==> src/rtl/sso_defines.svh <==
// Constants for the servo status output selector: digit codes, reset values, widths.
// Assumes inclusion by bare name from the package and the module.
`ifndef SSO_DEFINES_SVH
`define SSO_DEFINES_SVH
`define SSO_FN_INPOS 4'h0
`define SSO_FN_TURNING 4'h1
`define SSO_FN_READY 4'h2
`define SSO_FN_TQLIM 4'h3
`define SSO_FN_BRAKE 4'h4
`define SSO_FN_INDEX 4'h5
`define SSO_FN_TRAVEL 4'h6
`define SSO_FN_EXCITE 4'h7
`define SSO_FN_HOME 4'h8
`define SSO_SEL_RESET 12'h210
`define SSO_OTSET_RESET 16'h0000
`define SSO_DIG_FWD_LSB 4
`define SSO_DIG_REV_LSB 8
`define SSO_DIG_PAIR1112_LSB 0
`define SSO_DIG_PAIR0506_LSB 4
`define SSO_DIG_PAIR0910_LSB 8
`define SSO_RPM_W 16
`define SSO_TRQ_W 16
`define SSO_TURN_THR_RESET 16'h0014
`define SSO_SYNC_RESET 2'h0
`define SSO_PINS_RESET 3'h7
`define SSO_STAT_RESET 1'b1
`define SSO_DIS_RESET 1'b0
`define SSO_CAP_RESET 1'b0
`endif

==> src/rtl/sso_pkg.sv <==
// Types shared by the servo status output selector.
// Assumes the constants header is on the include path.
`include "sso_defines.svh"
package sso_pkg;
    typedef struct packed {
        logic in_position;
        logic servo_ready;
        logic brake_release;
        logic index_pulse;
        logic home_done;
    } sso_drive_status_t;

    typedef struct packed {
        logic pair_0910_n;
        logic pair_0506_n;
        logic pair_1112_n;
    } sso_pins_t;
endpackage : sso_pkg

==> src/rtl/sso_top.sv <==
// Servo status output selector: builds the overtravel, excitation, torque-limit and
// rotation-detect indications and routes nine status functions onto three pin pairs.
// Assumes settings are BCD digits and all status inputs come from logic on mclk, except
// the two prohibit inputs, which come from pins.
`timescale 1ns/1ps
`include "sso_defines.svh"
module sso_top (
    input wire logic mclk,
    input wire logic rst_n,
    input wire logic [11:0] output_select_setting,
    input wire logic [15:0] overtravel_setting,
    input wire logic [`SSO_RPM_W-1:0] rotation_detect_threshold,
    input wire logic fwd_prohibit_in,
    input wire logic rev_prohibit_in,
    input wire logic servo_excited,
    input wire logic [`SSO_TRQ_W-1:0] torque_ref_abs,
    input wire logic [`SSO_TRQ_W-1:0] torque_limit_setting,
    input wire logic [`SSO_RPM_W-1:0] motor_speed_abs,
    input wire sso_pkg::sso_drive_status_t drive_status,
    output sso_pkg::sso_pins_t pins_n,
    output logic overtravel_out,
    output logic torque_limit_out,
    output logic rotation_detect_out
);

    // ************************************************************
    // Helper functions
    // ************************************************************

    // Pulls one BCD digit out of a setting word.
    function automatic logic [3:0] digit_at(
        input logic [15:0] word,
        input int lsb
    );
        logic [3:0] d;
        d = word[lsb +: 4];
        return d;
    endfunction : digit_at

    // A disable digit only counts when it holds exactly one.
    function automatic logic digit_is_one(
        input logic [3:0] d
    );
        logic r;
        r = (d == 4'h1);
        return r;
    endfunction : digit_is_one

    // Strictly above: an equal value leaves the indication inactive.
    function automatic logic exceeds(
        input logic [`SSO_TRQ_W-1:0] value,
        input logic [`SSO_TRQ_W-1:0] limit
    );
        logic r;
        r = (value > limit);
        return r;
    endfunction : exceeds

    // Codes above eight have no function and leave the pair high.
    function automatic logic pick_fn(
        input logic [3:0] code,
        input logic [8:0] f_n
    );
        logic r;
        r = 1'b1;
        if (code <= `SSO_FN_HOME) begin
            r = f_n[code];
        end
        return r;
    endfunction : pick_fn

    // ************************************************************
    // Restart capture
    // ************************************************************
    logic [11:0] sel_q;
    logic [11:0] sel_d;
    logic fwd_dis_q;
    logic fwd_dis_d;
    logic rev_dis_q;
    logic rev_dis_d;
    logic cap_done_q;
    logic cap_done_d;

    // The select and overtravel settings are taken on the first edge after reset release and then held, so a
    // change while running only shows after the next restart.
    always_comb begin
        sel_d = sel_q;
        fwd_dis_d = fwd_dis_q;
        rev_dis_d = rev_dis_q;
        cap_done_d = 1'b1;
        if (!cap_done_q) begin
            sel_d = output_select_setting;
            fwd_dis_d = digit_is_one(digit_at(overtravel_setting, `SSO_DIG_FWD_LSB));
            rev_dis_d = digit_is_one(digit_at(overtravel_setting, `SSO_DIG_REV_LSB));
        end
    end

    always_ff @(posedge mclk or negedge rst_n) begin
        if (!rst_n) begin
            sel_q <= `SSO_SEL_RESET;
            fwd_dis_q <= `SSO_DIS_RESET;
            rev_dis_q <= `SSO_DIS_RESET;
            cap_done_q <= `SSO_CAP_RESET;
        end else begin
            sel_q <= sel_d;
            fwd_dis_q <= fwd_dis_d;
            rev_dis_q <= rev_dis_d;
            cap_done_q <= cap_done_d;
        end
    end

    // ************************************************************
    // Prohibit pin synchronisers
    // ************************************************************
    logic [1:0] fwd_s_q;
    logic [1:0] fwd_s_d;
    logic [1:0] rev_s_q;
    logic [1:0] rev_s_d;
    logic fwd_seen;
    logic rev_seen;

    // Only the second stage is read, so a metastable first stage never reaches logic.
    always_comb begin
        fwd_s_d = {fwd_s_q[0], fwd_prohibit_in};
        rev_s_d = {rev_s_q[0], rev_prohibit_in};
    end

    always_ff @(posedge mclk or negedge rst_n) begin
        if (!rst_n) begin
            fwd_s_q <= `SSO_SYNC_RESET;
            rev_s_q <= `SSO_SYNC_RESET;
        end else begin
            fwd_s_q <= fwd_s_d;
            rev_s_q <= rev_s_d;
        end
    end

    assign fwd_seen = fwd_s_q[1];
    assign rev_seen = rev_s_q[1];

    // ************************************************************
    // Status functions, active low except overtravel, which is high while an enabled prohibit is seen
    // ************************************************************
    logic [8:0] fn_n;
    logic travel_n;
    logic excite_n;
    logic tqlim_n;
    logic turning_n;
    logic fwd_active;
    logic rev_active;

    always_comb begin
        // A disabled input is ignored; with both disabled the output stays low.
        fwd_active = fwd_seen && !fwd_dis_q;
        rev_active = rev_seen && !rev_dis_q;
        travel_n = fwd_active || rev_active;
        excite_n = !servo_excited;
        // No mode input is consulted, so the indication is the same in every mode.
        tqlim_n = !exceeds(torque_ref_abs, torque_limit_setting);
        turning_n = !exceeds(motor_speed_abs, rotation_detect_threshold);
    end

    always_comb begin
        fn_n = 9'h1ff;
        fn_n[`SSO_FN_INPOS] = !drive_status.in_position;
        fn_n[`SSO_FN_TURNING] = turning_n;
        fn_n[`SSO_FN_READY] = !drive_status.servo_ready;
        fn_n[`SSO_FN_TQLIM] = tqlim_n;
        fn_n[`SSO_FN_BRAKE] = !drive_status.brake_release;
        fn_n[`SSO_FN_INDEX] = !drive_status.index_pulse;
        fn_n[`SSO_FN_TRAVEL] = travel_n;
        fn_n[`SSO_FN_EXCITE] = excite_n;
        fn_n[`SSO_FN_HOME] = !drive_status.home_done;
    end

    // ************************************************************
    // Pin pair routing
    // ************************************************************
    sso_pkg::sso_pins_t pins_d;
    sso_pkg::sso_pins_t pins_q;
    logic [3:0] code_1112;
    logic [3:0] code_0506;
    logic [3:0] code_0910;

    always_comb begin
        code_1112 = digit_at({4'h0, sel_q}, `SSO_DIG_PAIR1112_LSB);
        code_0506 = digit_at({4'h0, sel_q}, `SSO_DIG_PAIR0506_LSB);
        code_0910 = digit_at({4'h0, sel_q}, `SSO_DIG_PAIR0910_LSB);
        // Factory selection picks 0, 1 and 2 only, so the new functions stay hidden.
        pins_d.pair_1112_n = pick_fn(code_1112, fn_n);
        pins_d.pair_0506_n = pick_fn(code_0506, fn_n);
        pins_d.pair_0910_n = pick_fn(code_0910, fn_n);
    end

    always_ff @(posedge mclk or negedge rst_n) begin
        if (!rst_n) begin
            pins_q <= `SSO_PINS_RESET;
        end else begin
            pins_q <= pins_d;
        end
    end

    // ************************************************************
    // Dedicated status outputs
    // ************************************************************
    logic travel_q;
    logic travel_d;
    logic tqlim_q;
    logic tqlim_d;
    logic turning_q;
    logic turning_d;

    // One register stage keeps these in step with the routed pin pairs.
    always_comb begin
        travel_d = travel_n;
        tqlim_d = tqlim_n;
        turning_d = turning_n;
    end

    always_ff @(posedge mclk or negedge rst_n) begin
        if (!rst_n) begin
            travel_q <= `SSO_STAT_RESET;
            tqlim_q <= `SSO_STAT_RESET;
            turning_q <= `SSO_STAT_RESET;
        end else begin
            travel_q <= travel_d;
            tqlim_q <= tqlim_d;
            turning_q <= turning_d;
        end
    end

    // ************************************************************
    // Output wiring
    // ************************************************************
    assign pins_n = pins_q;
    assign overtravel_out = travel_q;
    assign torque_limit_out = tqlim_q;
    assign rotation_detect_out = turning_q;

endmodule : sso_top

==> config.mk <==
export PLATFORM = sky130hd
export DESIGN_NAME = sso_top
export DESIGN_NICKNAME = d
export VERILOG_FILES = /design/src/rtl/sso_pkg.sv /design/src/rtl/sso_top.sv
export VERILOG_INCLUDE_DIRS = /design/src /design/src/rtl
export SDC_FILE = /design/constraint.sdc
export NUM_CORES = 1
export LEC_CHECK = 0
export BUFFER_PORTS_ARGS = -buffer_cell sky130_fd_sc_hd__buf_2
export CAP_MARGIN = 10
export CORE_ASPECT_RATIO = 1.1
export CORE_MARGIN = 4
export CORE_UTILIZATION = 40
export DETAILED_ROUTE_END_ITERATION = 8
export HOLD_SLACK_MARGIN = 0.15
export PLACE_DENSITY = 0.75
export SYNTH_ARGS = -nofsm -noshare
export SYNTH_HDL_FRONTEND = slang
export SYNTH_SLANG_ARGS = --single-unit
==> constraint.sdc <==
create_clock -name mclk -period 2.9 [get_ports mclk]
set_input_delay 0.58 -clock mclk [delete_from_list [all_inputs] [get_ports mclk]]
set_output_delay 0.58 -clock mclk [all_outputs]
set_load 0.05 [all_outputs]
==> Word-level counts from Yosys, hierarchy flattened <==
Index checks and enable logic that the tools add are counted.
{ "totals": {"input_bits": 102, "out_inout_bits": 6, "wordCells": 44, "reg_bits": 25} }
{ "classes": {"mux": 9, "n_eq_ne": 2, "n_reduce_logical": 13, "n_lt_le_gt_ge": 8} }
{ "ops": {"columns": ["op", "count"], "rows": [
  ["$gt 16x16->1", 2],
  ["$lt 4x5->1 const B", 3],
  ["$bmux 1 s4", 3],
  ["$le 4x4->1 const B", 3],
  ["$logic_not 1->1", 10],
  ["$eq 4x1->1 const B", 2],
  ["$mux 1", 6],
  ["$logic_and 1x1->1", 2],
  ["$logic_or 1x1->1", 1]
]} }

==> Depth between registers and ports, before layout <==
Gate-level depths: netlist of run 1.
{ "logic_depth": {"depth_word": 6, "depth_mapped": 8, "mapped_depth_nobuf": 8} }

==> Least setup slack after synthesis of run 1 <==
OpenSTA, ideal clock, no wires.
{ "synth_timing": {"path_kind": "input to register", "start": "input port torque_limit_setting[15]", "end": "register pins_q, in the netlist pins_n[2]", "t_required_ns": 2.818, "t_arrival_ns": 2.227, "path_buffers": 0, "setup_time_ns": 0.082, "slack_ns": 0.592, "path_stages": 8, "path_cell_list": "inv_1 > ha_1 > nand4_2 > or4_1 > a21oi_1 > and4b_4 > nand2b_4 > a211o_1"} }
{ "synth_rtl": {"columns": ["element", "line_no", "rtl"], "rows": [
  ["from (decl)", "sso_top.sv:17", "input wire logic [`SSO_TRQ_W-1:0] torque_limit_setting,"],
  ["to (signal assigned)", "sso_top.sv:197", "pins_q <= `SSO_PINS_RESET;"],
  ["to (signal assigned)", "sso_top.sv:199", "pins_q <= pins_d;"],
  ["to (decl)", "sso_top.sv:180", "sso_pkg::sso_pins_t pins_q;"]
]} }

==> results by stage, run 1 <==
STA:
- The minimum period implied by the final worst setup slack is ~2.2 ns.
- The hold violation total from the final report came to 0.
- The number of pins exceeding their max-slew limit in the final report is 0.
- The highest clock rate is 451 MHz.
- The worst-case clock skew is 0.00316 ns.
- The transition time at the pin with the least slew margin is 0.611 ns.
- The number of setup violations in the final report is 0.
- The worst relative slew slack is 0.593.
- Setup repair after global routing left no endpoint under its margin.
- Dividing the final minimum period by the clock period gives 0.764.
- Summed over all failing endpoints, the final setup total negative slack is 0 ns.

Floorplan:
- The initial utilization of the core area, before any placement, comes to 0.424.
- The height of the die is 82.4 um.
- The die span in x is 75.7 um.
- The core outline area is about 4700 um^2.
- For this design the top-level I/O count stands at 108.
- The die area is roughly 6200 um^2.
- After floorplanning, the core was divided into 26 placement rows.

Logic synthesis:
- After synthesis, the cell types taking the most area are dfrtp_1 (21%), ha_1 (20%), dfstp_2 (10%).
- Counting flops and latches in the post-synthesis netlist gives 25.
- The most used flip-flop cell after synthesis is dfrtp_1.
- dfrtp_1 takes more of the synthesized area than any other cell.
- The Yosys step of the flow raised 0 warnings.
- The share of the synthesized area in the top cell type is 0.211.
- The number of flops mapped to enable cells by yosys is 0.
- The post-synthesis net count is between 300 and 400.
- A synthesized cell averages between 8 and 9 um^2.
- The synthesized instance count is 225.
- The number of distinct library cells after synthesis is 36.
- In this run the cell area of the synthesized design comes to around 2000 um^2.
- Of the synthesized area, sequential elements account for 0.316.
- In the synthesized netlist the async set-or-reset flop fraction comes to 1.00.

Power and ir drop:
- The worst supply voltage drop on vdd is just over 400 uV.
- The total design power is ~0.00095 W.
- The leakage power is between 1 and 1.5 nW.
- The power density over the cells is between 300 and 400 nW/um^2.

Clock network:
- TritonCTS created 3 clock buffers.
- The cell sitting at the root of the clock tree is a clkbuf_8.
- Once the clock tree was built, the setup fixing pass inserted 0 buffers.
- In this run, post-CTS repair resized a total of 0 instances.
- Buffers inserted to repair hold after CTS numbered 0.
- After clock tree synthesis, the clock-pin slew on the worst setup and hold paths is ~0.090 ns.
- The longest clock path from root to sink contains 2 buffers.
- In this run the number of H-tree levels came out at 1.
- The number of sinks on the clock net is 25.
- Clock latency on the worst-skew pair, taken at its later pin, is 0.27 ns.
- The CTS tree is done.

Place:
- The placed instances occupy a cell area of between 2000 and 3000 um^2.
- The wire-length estimate of the detail-placed layout is ~4000 um.
- The global placer's final weighted congestion is roughly 0.86.
- The number of port buffers is 99.

Finish:
- Of the cells placed in the final design, the portion with a size suffix greater than 1 is 0.402.
- The number of nets in the finished design is about 460.
- The repair_antennas step left the layout with diodes totalling 0.
- Summing all non-filler instances in the final layout gives an area of around 2600 um^2.
- Compared with the post-synthesis result, the final layout area differs by 29.6%.

Route:
- The via count of the routed design is roughly 1900.
- The pre-antenna-repair detailed-routing pass consisted of 4 iterations.
- The count of nets left with antenna violations once routing finished came out at 0.
- The first-iteration detailed-routing DRC count is 25.
- The number of remaining DRC errors is 0.
- Dividing the detail-routed wire length by the instance count gives about 12 um.
- Wires add up to about 4700 um.
- Dividing the detail-routed via count by the number of cells gives slightly above 5.

Job:
- The number of max-capacitance violations reported is 0.

Worst setup path:
- The setup slack on the worst flop-to-flop path is between 1 and 1.5 ns.
- The kind of critical path is in2reg.
- The end of the worst register-to-register path is pins_n[2]$_DFF_PN1_.
- The critical-path maximum fanout is 4.
- The reg-to-reg startpoint is fwd_dis_q$_DFFE_PN0N_.
- The type of origin of the critical path is an input pin.
- The number of cells on the worst reg-to-reg path is 6.
- The worst setup path is captured at a register.
- Data arrives at the worst endpoint at ~2.4 ns.
- At the worst endpoint, the required time is slightly above 3 ns.

GRT:
- For this run, the total global-route usage over all layers was measured as 0.152.
- Global routing finished with a remaining overflow of 0.
- The maximum number of pins on one net before global-route repair is 26.
- The initial antenna violation count is 0.
- The number of global-route vias before repair came to between 1500 and 2000.
- The first global-routing pass estimated ~7400 um of wire.

Run status:
- The run finished with clean final reports.

Hold path:
- The class of the tightest hold or removal check is in2async.
==> registers in the layout, indices dropped and copies added, names as in the netlist, 2 cells and up <==
register / cells
sel_q: 12
pins_n: 3
fwd_s_q: 2
rev_s_q: 2
==> cell usage in the layout (no fill, tap or decap), drive strengths merged, types with 5 or more instances in the layout <==
master	instances
a21oi	16
buf	99
dfrtp	17
dfstp	8
ha	32
inv	37
mux2	12
nand2	18
nand2b	6
nand4	5
nor2	7
nor3	9
o21ai	14
==> through the flow <==
stage	worst slack, ns	std cells	hold slack (ns)	util
2_1_floorplan	0.592	225	0.284	-
5_1_grt	0.566	379	0.308	0.550
4_1_cts	0.686	379	0.295	0.550
3_3_place_gp	0.407	375	0.333	0.539
3_5_place_dp	0.394	375	0.341	0.539
6_report	0.684	379	0.277	0.550
==> layout make-up <==
cell class                 instances  area [um^2]
multi-input combinational        158         1220
tap                               56         70.1
sequential                        25          636
fill                             440         2140
inverter                          37          139
clock buffer                       3         41.3
timing repair buffer              99          495
clock inverter                     1         7.51
==> critical path, stage by stage <==
cell and delay (ns):
buf_2 0.08, inv_1 0.04, ha_1 0.30, nand4_2 0.14, or4_1 0.56, a21oi_1 0.13, and4b_4 0.22, nand2b_4 0.14
a211o_1 0.25
==> layer usage <==
metal	global-route usage	vias up	wire length (um)
met5	0	-	0
met4	0.0507	0	60
met3	0.0194	7	379
met2	0.285	61	2390
met1	0.174	857	1840
li1	-	987	-
==> synthesized netlist by cell type (all sizes together) (2+ instances only) <==
master and count:
inv 37, nand2b 6, dfstp 8, nor3 9, o211a 2, nand3 4, ha 32, a21oi 16
or4b 2, o21ai 14, nor2b 3, o311ai 2, or2 2, dfrtp 17, nand2 18, mux2 12
a211oi 2, clkbuf 5, o211ai 3, nand4 5, mux2i 4, a21o 3, nor2 7, nor4bb 2
==> logic make-up (layout without fill, tap and decap cells) <==
logic type / after synthesis / after routing / synth area share
compound gates: 47 / 47 / 0.145
fa+ha+maj: 32 / 32 / 0.199
buf+inv: 42 / 140 / 0.0783
flops: 25 / 25 / 0.316
mux: 16 / 16 / 0.0870
other cells: 1 / 1 / 0.00186
simple gates: 62 / 62 / 0.174
==> power by group <==
part | internal [W] | total, W | switching, W
Sequential | 0.000393 | 0.000427 | 0.0000345
Combinational | 0.000146 | 0.000308 | 0.000162
Clock | 0.0000976 | 0.000215 | 0.000117
==> how the worst max path moves through the flow <==
stage                                        startpoint             endpoint  slack, ns  cells past startpoint
after global routing      rotation_detect_threshold[14]  pins_n[2]$_DFF_PN1_       0.57                      9
after CTS                      torque_limit_setting[14]  pins_n[2]$_DFF_PN1_       0.69                      9
after global placement         torque_limit_setting[13]  pins_n[2]$_DFF_PN1_       0.41                      9
final                          torque_limit_setting[14]  pins_n[2]$_DFF_PN1_       0.68                      9
after detailed placement       torque_limit_setting[14]  pins_n[2]$_DFF_PN1_       0.39                      9
after floorplan                torque_limit_setting[15]  pins_n[2]$_DFF_PN1_       0.59                      8
Power figures use the tool's default switching activity.
==> run 2, diff against run 1 <==
--- a/config.mk
+++ b/config.mk
@@ -6,6 +6,7 @@
 export SDC_FILE = /design/constraint.sdc
 export NUM_CORES = 1
 export LEC_CHECK = 0
+export ABC_AREA = 1
 export BUFFER_PORTS_ARGS = -buffer_cell sky130_fd_sc_hd__buf_2
 export CAP_MARGIN = 10
 export CORE_ASPECT_RATIO = 1.1
==> constraint.sdc (replaced) <==
create_clock -name mclk -period 2.1 [get_ports mclk]
set_input_delay 0.42 -clock mclk [delete_from_list [all_inputs] [get_ports mclk]]
set_output_delay 0.42 -clock mclk [all_outputs]
set_load 0.05 [all_outputs]
==> run 2 against run 1 <==
Net effect: utilization hardly changed; via count is 5.5% higher; worst hold slack worse by 0.025 ns; non-clock buffer count is 1 higher; highest routed layer unchanged; final cell count is 13% higher; cell area is 1.4% lower; count of clock-buffer cells in the layout stayed put; area after synthesis is 2.6% lower; largest power group unchanged.
==> results by stage, run 2 <==
Logic synthesis:
- Sorting the synthesized cells by area gives the leading types as dfrtp_1 (22%), ha_1 (20%), nand2_1 (13%).
- A synthesized cell averages 7.29 um^2.
- The number of warnings printed during yosys synthesis is 0.
- In the post-synthesis netlist, the cell with the most instances is nand2_1.
- In this run, synthesis produced a sequential element count of 25.
- Among all flip-flop cells after synthesis, the most frequent one is dfrtp_1.
- The number of distinct library cells after synthesis is 23.
- Counting instances in the post-synthesis netlist gives the leading cell types as nand2_1 (69), inv_1 (55), ha_1 (32), a21oi_1 (24), dfrtp_1 (17).
- The synthesized instance count is about 270.
- The proportion of synthesized chip area in sequential cells is 0.324.
- The cell area that synthesis handed to floorplanning was between 1500 and 2000 um^2.
- The most area-hungry cell type in the Yosys netlist is dfrtp_1.
- Yosys mapped a number of flops with a built-in enable equal to 0.
- Counting every net in the synthesized netlist gives just over 400.
- The share of the synthesized area in the top cell type is 0.217.
- In the synthesized netlist the async set-or-reset flop fraction comes to 1.00.

Floorplan:
- The floorplan step defined a die boundary enclosing 6090 um^2.
- The standard-cell row count is 26.
- The core region is between 4000 and 5000 um^2.
- The die span in x is approximately 75 um.
- The number of top-level pins is between 100 and 150.
- For this configuration, the core starts out at a cell density of 0.419.
- In this run the vertical extent of the chip is between 80 and 90 um.

STA:
- The minimum period implied by the final worst setup slack is 1.53 ns.
- The number of pins exceeding their max-slew limit in the final report came to 0.
- The worst relative slew slack is 0.647.
- The number of setup violations in the final report is 0.
- Hold is met by approximately 0.25 ns.
- The highest clock rate is about 650 MHz.
- Setup repair after global routing left no endpoint under its margin.
- The final-layout setup total negative slack is 0 ns.
- In the finished design, the share of the clock period the worst path needs comes to 0.728.
- The transition time at the pin with the least slew margin is ~0.53 ns.
- The worst path meets setup with 0.572 ns of slack.
- The hold violation total from the final report is 0.
- The clock arrives with approximately 0.0024 ns of skew.

GRT:
- The number of global-route vias before repair is between 1500 and 2000.
- The total routing usage reported by global routing is 0.149.
- The first global-routing pass estimated around 7300 um of wire.
- The total overflow left after global routing is 0.
- The maximum number of pins on one net before global-route repair is 26.
- The initial antenna violation count was 0.

Clock network:
- The CTS tree is done.
- The number of gates resized after CTS is 0.
- The H-tree level count is 1.
- For the worst-skew pair, the clock arrives at the later sink with an insertion delay of ~0.27 ns.
- The number of sinks on the clock net is 25.
- The number of buffers inserted by post-CTS setup repair is 0.
- Buffers inserted to repair hold after CTS numbered 1.
- The clock transition at the registers of the reported paths is around 0.08 ns.
- The CTS buffer count is 3.
- The master cell of the clock root buffer is clkbuf_8.
- The maximum root-to-sink buffer count is 2.

Worst setup path:
- The critical-path maximum fanout is 4.
- The setup slack on the worst flop-to-flop path is approximately 0.66 ns.
- The number of cells on the worst reg-to-reg path is 2.
- STA classifies the critical path startpoint as an input pin.
- The endpoint arrival time on the critical path is 1.72 ns.
- STA puts the critical path data required time at ~2.3 ns.
- STA classifies the critical path endpoint as a register.
- The reg-to-reg startpoint is cap_done_q$_DFF_PN0_.
- The end of the worst register-to-register path is sel_q[1]$_DFFE_PN0N_.
- The kind of critical path is in2reg.

Place:
- The HPWL after detailed placement is 3930 um.
- The pre-CTS setup slack is between 0.2 and 0.3 ns.
- The number of port buffers is 99.
- The global placer's final weighted congestion is 0.886.

Hold path:
- The startpoint of the tightest hold check path is rev_prohibit_in.
- The end point of the worst hold path is rev_s_q[0]$_DFF_PN0_.
- The number of instances on the worst hold path is 1.
- The worst hold path belongs to the class in2reg.

Power and ir drop:
- IR analysis of the VDD net gives a maximum drop of ~400 uV.
- The power density over the cells is slightly below 500 nW/um^2.
- In this run the static leakage power is 1.55 nW.

Route:
- For this run, design rule violations remaining after detail routing come to 0.
- The first-iteration detailed-routing DRC count is between 40 and 50.
- The first detailed-routing pass took 4 iterations.
- The routed design has ~4600 um of wire.
- The via density per instance is 4.73.
- Summing over every cut layer, the via total after detailed routing is slightly above 2000.
- The average detailed-routed wire length per instance is 10.7 um.
- The number of nets still failing antenna checks after routing is 0.

Finish:
- More flip-flops sit in one register than any other, and that register is sel_q.
- From synthesis to final layout, the design area changed by 31.2%.
- The most common cell after layout, fill and taps aside is buf_2.
- Leaving out fill and tap cells, the most frequent cells in the layout are buf_2 (99), nand2_1 (69), inv_1 (55).
- The register with the most flip-flops in the layout has 12 of them.
- The number of antenna diodes in the final layout is 0.
- In the final layout, the share of cells above drive strength 1 is 0.305.
- The number of nets in the finished design is 506.
- At the end of the flow the core is filled with cells to 0.549.

Job:
- Max-cap violations in this run came to 0.

Run status:
- The run finished with clean final reports.
-- run 2: cell count changes after synthesis, sizes merged, moves of 6 or more --
cell,change
a21oi,+8
inv,+18
mux2,-12
nand2,+51
nand2b,-6
nand3,+6
nor2,+9
-- run 2: logic make-up after synthesis --
logic type / share of synthesized area
flip-flops: 0.324
buffers and inverters: 0.114
AO/OA/AOI/OAI: 0.139
adder cells (fa/ha/maj): 0.204
AND/OR/NAND/NOR: 0.217
other: 0.00191
-- run 2: layout make-up --
type,instances,area [um^2]
inverter,56,210
fill,468,2110
timing repair buffer,100,505
clock inverter,1,7.51
multi-input combinational,186,1100
sequential,25,636
clock buffer,3,41.3
tap,56,70.1
-- run 2: worst max path at each step --
stage / depth (start not counted) / endpoint / slack (ns) / start
floorplan: 11 / pins_n[2]$_DFF_PN1_ / 0.60 / torque_limit_setting[15]
global placement: 12 / pins_n[0]$_DFF_PN1_ / 0.34 / rotation_detect_threshold[11]
detailed placement: 12 / pins_n[0]$_DFF_PN1_ / 0.30 / torque_limit_setting[15]
CTS: 12 / pins_n[0]$_DFF_PN1_ / 0.57 / rotation_detect_threshold[11]
global route: 12 / pins_n[1]$_DFF_PN1_ / 0.43 / torque_limit_setting[15]
finish: 12 / pins_n[0]$_DFF_PN1_ / 0.57 / torque_limit_setting[15]
-- run 2: worst max-delay path: stages --
cell,delay [ns]
buf_2,0.07
inv_1,0.03
ha_1,0.28
nand2_1,0.10
nor3_2,0.26
nand2_1,0.08
nand2_1,0.12
nand3_1,0.09
nand2_1,0.08
nand3_1,0.07
nand2_1,0.06
nand2_1,0.06
-- run 2: report_power, final --
group	leakage (nW)	total, W	switching [W]	internal (W)
Clock	0.0217	0.000286	0.000152	0.000134
Combinational	1.23	0.000420	0.000246	0.000174
Sequential	0.291	0.000568	0.0000298	0.000538
-- run 2: per-stage QoR --
stage	power [W]	instance area (um^2)	instances
after CTS	0.00129	2570	427
after floorplan	0.000840	1960	269
final	0.00127	2570	427
after global routing	0.00137	2570	427
after global placement	0.000985	2510	422
after detailed placement	0.000999	2510	422
-- run 2: metal layers --
layer / track usage / wire length, um / vias up
met5: 0 / 0 / -
met4: 0.0374 / 56 / 0
met3: 0.0196 / 393 / 7
met2: 0.284 / 2360 / 68
met1: 0.172 / 1760 / 880
li1: - / - / 1063
==> run 3, diff against run 2 <==
--- a/config.mk
+++ b/config.mk
@@ -14,7 +14,7 @@
 export CORE_UTILIZATION = 40
 export DETAILED_ROUTE_END_ITERATION = 8
 export HOLD_SLACK_MARGIN = 0.15
-export PLACE_DENSITY = 0.75
+export PLACE_DENSITY = 0.78
 export SYNTH_ARGS = -nofsm -noshare
 export SYNTH_HDL_FRONTEND = slang
 export SYNTH_SLANG_ARGS = --single-unit
==> constraint.sdc (replaced) <==
create_clock -name mclk -period 1.2 [get_ports mclk]
set_input_delay 0.24 -clock mclk [delete_from_list [all_inputs] [get_ports mclk]]
set_output_delay 0.24 -clock mclk [all_outputs]
set_load 0.05 [all_outputs]
==> run 3 against run 2 <==
Net effect: power grew 99%; wire length grew 23%; cell area grew 22%; via count grew 6.6%; flip-flop and latch count is the same; clock power grew 76%; non-clock buffer count grew 14; the run now ends with setup timing left; critical path type unchanged; global-route usage grew 2.4 points; register-to-register slack lost 0.66 ns; count of clock-buffer cells in the layout is the same; combinational power grew 150%.
==> results by stage, run 3 (synthesized netlist as in run 2, its figures left out) <==
Place:
- The congestion estimate from routability-driven global placement came to about 0.85.
- The number of cells after detailed placement is 429.
- The number of port buffers is 99.
- The detailed placement HPWL is between 4000 and 5000 um.

Power and ir drop:
- Of the total power, the clock network draws 0.197.
- Summed over all cells, the static leakage comes to between 1.5 and 2 nW.
- Of the total power, registers draw 0.397.
- For this design the ratio of total power to cell area is between 800 and 900 nW/um^2.
- The internal power is ~0.0017 W.
- The reported net switching power is 0.000866 W.
- Of the total power, combinational logic draws 0.405.
- The proportion of total power due to net switching is 0.341.
- The worst supply voltage drop on vdd is between 500 and 600 uV.

Route:
- In the final routed layout, each cell accounts on average for 12.7 um.
- The iteration count of the initial detailed-routing pass is 4.
- In this run the remaining antenna-violating nets after routing total 0.
- The number of remaining DRC errors is 0.
- The via density per instance is between 4 and 5.
- The final wirelength is between 5000 and 6000 um.
- The via count of the routed design is approximately 2200.
- For this block, the initial DRC count from the detailed router was 27.

Worst setup path:
- The number of cells on the worst reg-to-reg path is 8.
- In this run the critical register-to-register path is launched from sel_q[8]$_DFFE_PN0N_.
- The required arrival time at the worst endpoint is around 1.4 ns.
- Setup slack on the worst reg-to-reg path comes out at 0 ns.
- In this run the critical register-to-register path is captured at pins_n[2]$_DFF_PN1_.
- The setup path with the least slack is of type in2reg.
- For the worst setup path, the data arrival time is 1.51 ns.
- Of all nets on the critical path, the largest fanout is 3.
- The endpoint kind of the worst setup timing path is a register.
- The worst setup path is launched from an input pin.

Floorplan:
- The initial core utilization is 0.419.
- The standard-cell row count is 26.
- The floorplan step set the die width to approximately 75 um.
- The height of the die is a little over 80 um.
- After floorplanning, the core was sized to cover between 4000 and 5000 um^2.
- approximately 110 I/O pins were placed.
- The die area is just over 6000 um^2.

Clock network:
- The maximum root-to-sink buffer count is 2.
- The number of clock buffers added by TritonCTS is 3.
- In this run the number of H-tree levels came out at 1.
- The tree is rooted in a clkbuf_8.
- Clock-pin slew was measured on the worst setup and hold paths at around 0.09 ns.
- The CTS tree is done.
- For the worst-skew pair, the clock arrives at the later sink with an insertion delay of 0.27 ns.
- The clock drives 25 sinks.

STA:
- The number of setup violations in the final report is 6.
- The worst path setup slack after routing is -0.0882 ns.
- The number of pins exceeding their max-slew limit in the final report is 0.
- The worst pin sits at a relative slew slack of 0.644.
- The highest clock rate is 776 MHz.
- The hold violation total from the final report is 0.
- The transition time at the pin with the least slew margin is around 0.53 ns.
- Counting I/O delays and the setup requirement, the final critical path takes roughly 1.3 ns.
- Setup repair after global routing could not meet its margin everywhere.
- The final cycle utilization of the critical path is 1.07.
- The worst-case clock skew is around 0.0047 ns.

Run status:
- The flow ran to the end, but the final reports show violations.
- The checks that failed: setup timing.

Finish:
- The register with the most flip-flops in the final layout is sel_q.
- The library cell used most frequently in the layout, excluding fill and tap cells, is buf_2.
- The flip-flop count of the largest register after layout is 12.
- The antenna diode instance count is 0.
- The fraction of the core area covered by cells at the end of the flow is 0.669.
- The signed area change from the synthesized netlist to the final layout is 59.8%.
- The library cells used most frequently in the layout, excluding fill and tap cells, are buf_2 (83), nand2_1 (60), inv_1 (38).
- Of the cells placed in the final design, the portion with a size suffix greater than 1 is 0.462.
- The filler cells instantiated in the layout total between 300 and 400.
- The number of nets in the finished design is 520.
- Leaving out filler cells and counting taps, the final layout contains approximately 440.

Hold path:
- The startpoint of the tightest hold check path is output_select_setting[6].
- The worst hold path belongs to the class in2reg.
- The end point of the worst hold path is sel_q[6]$_DFFE_PN0N_.
- The number of instances on the worst hold path is 3.

Job:
- The tool flagged a number of max-cap violations equal to 0.

GRT:
- The number of global-route vias before repair is 2026.
- The maximum number of pins on one net before global-route repair is 26.
- The total global routing overflow is 0.
- The initial antenna violation count is 0.
- The total routing usage reported by global routing is 0.173.
- The global-route wire length before repair is approximately 8200 um.
run 3: cell count changes in the layout (fill, tap and decap cells not counted), moves of 7 or more:
| cell | delta |
|---|---|
| buf_2 | -16 |
| buf_4 | +10 |
| buf_6 | +9 |
| buf_8 | +7 |
| ha_1 | -18 |
| ha_4 | +18 |
| inv_1 | -17 |
| inv_2 | +12 |
| nand2_1 | -9 |
| nand2_2 | +9 |
run 3: metrics by stage:
| stage | TNS (ns) | hold WS [ns] | power [W] | instance area [um^2] | worst slack [ns] |
|---|---|---|---|---|---|
| floorplan | -0.254 | -0.0556 | 0.00151 | 2130 | -0.0922 |
| global placement | -1.15 | 0.245 | 0.00181 | 2730 | -0.345 |
| detailed placement | -1.26 | 0.258 | 0.00185 | 2730 | -0.370 |
| CTS | -0.0971 | 0.152 | 0.00249 | 2990 | -0.0226 |
| global route | -0.789 | 0.151 | 0.00273 | 3140 | -0.182 |
| finish | -0.327 | 0.157 | 0.00254 | 3140 | -0.0882 |
run 3: worst max-delay path by stage:
stage / startpoint / endpoint / slack [ns]
after floorplan: torque_limit_setting[11] / pins_n[2]$_DFF_PN1_ / -0.09
after global placement: rotation_detect_threshold[10] / pins_n[1]$_DFF_PN1_ / -0.35
after detailed placement: rotation_detect_threshold[10] / pins_n[0]$_DFF_PN1_ / -0.37
after CTS: pins_n[1]$_DFF_PN1_ / pins_n[1] / -0.02
after global routing: rotation_detect_threshold[11] / pins_n[0]$_DFF_PN1_ / -0.18
final: motor_speed_abs[11] / rotation_detect_out$_DFF_PN1_ / -0.09
run 3: power groups by stage:
stage,Clock [W],Sequential [W],Combinational [W]
6_report,0.000502,0.00101,0.00103
5_1_grt,0.000568,0.00102,0.00115
4_1_cts,0.000527,0.00101,0.000955
3_5_place_dp,0,0.00101,0.000837
3_3_place_gp,0,0.00101,0.000807
2_1_floorplan,0,0.00111,0.000403
run 3: timing repair:
action / CTS / global route
pin swaps: 8 / 19
endpoints found under the hold margin: 21 / 0
setup buffers: 1 / 2
gates resized for setup: 36 / 26
hold buffers: 5 / 0
setup endpoints to repair: 9 / 10
run 3: cell type report:
cell class / instances / area [um^2] / area share
Multi-Input combinational cell: 186 / 1410 / 0.449
Timing Repair Buffer: 114 / 747 / 0.238
Sequential cell: 25 / 636 / 0.203
Inverter: 56 / 228 / 0.0726
Tap cell: 56 / 70.1 / 0.0223
Clock buffer: 3 / 41.3 / 0.0132
Clock inverter: 1 / 5.00 / 0.00160
run 3: critical path: stages:
cell and delay, ns:
buf_6 0.09, ha_4 0.27, nand4_1 0.14, nor3_4 0.24, nand2_1 0.10, nand2_2 0.09, nand2_2 0.07, buf_4 0.13
buf_4 0.12
run 3: routing by layer:
metal,GRT usage,up-vias,part of all wire
li1,-,1091,-
met1,0.175,973,0.35
met2,0.338,75,0.56
met3,0.0233,13,0.063
met4,0.0819,0,0.027
met5,0,-,0
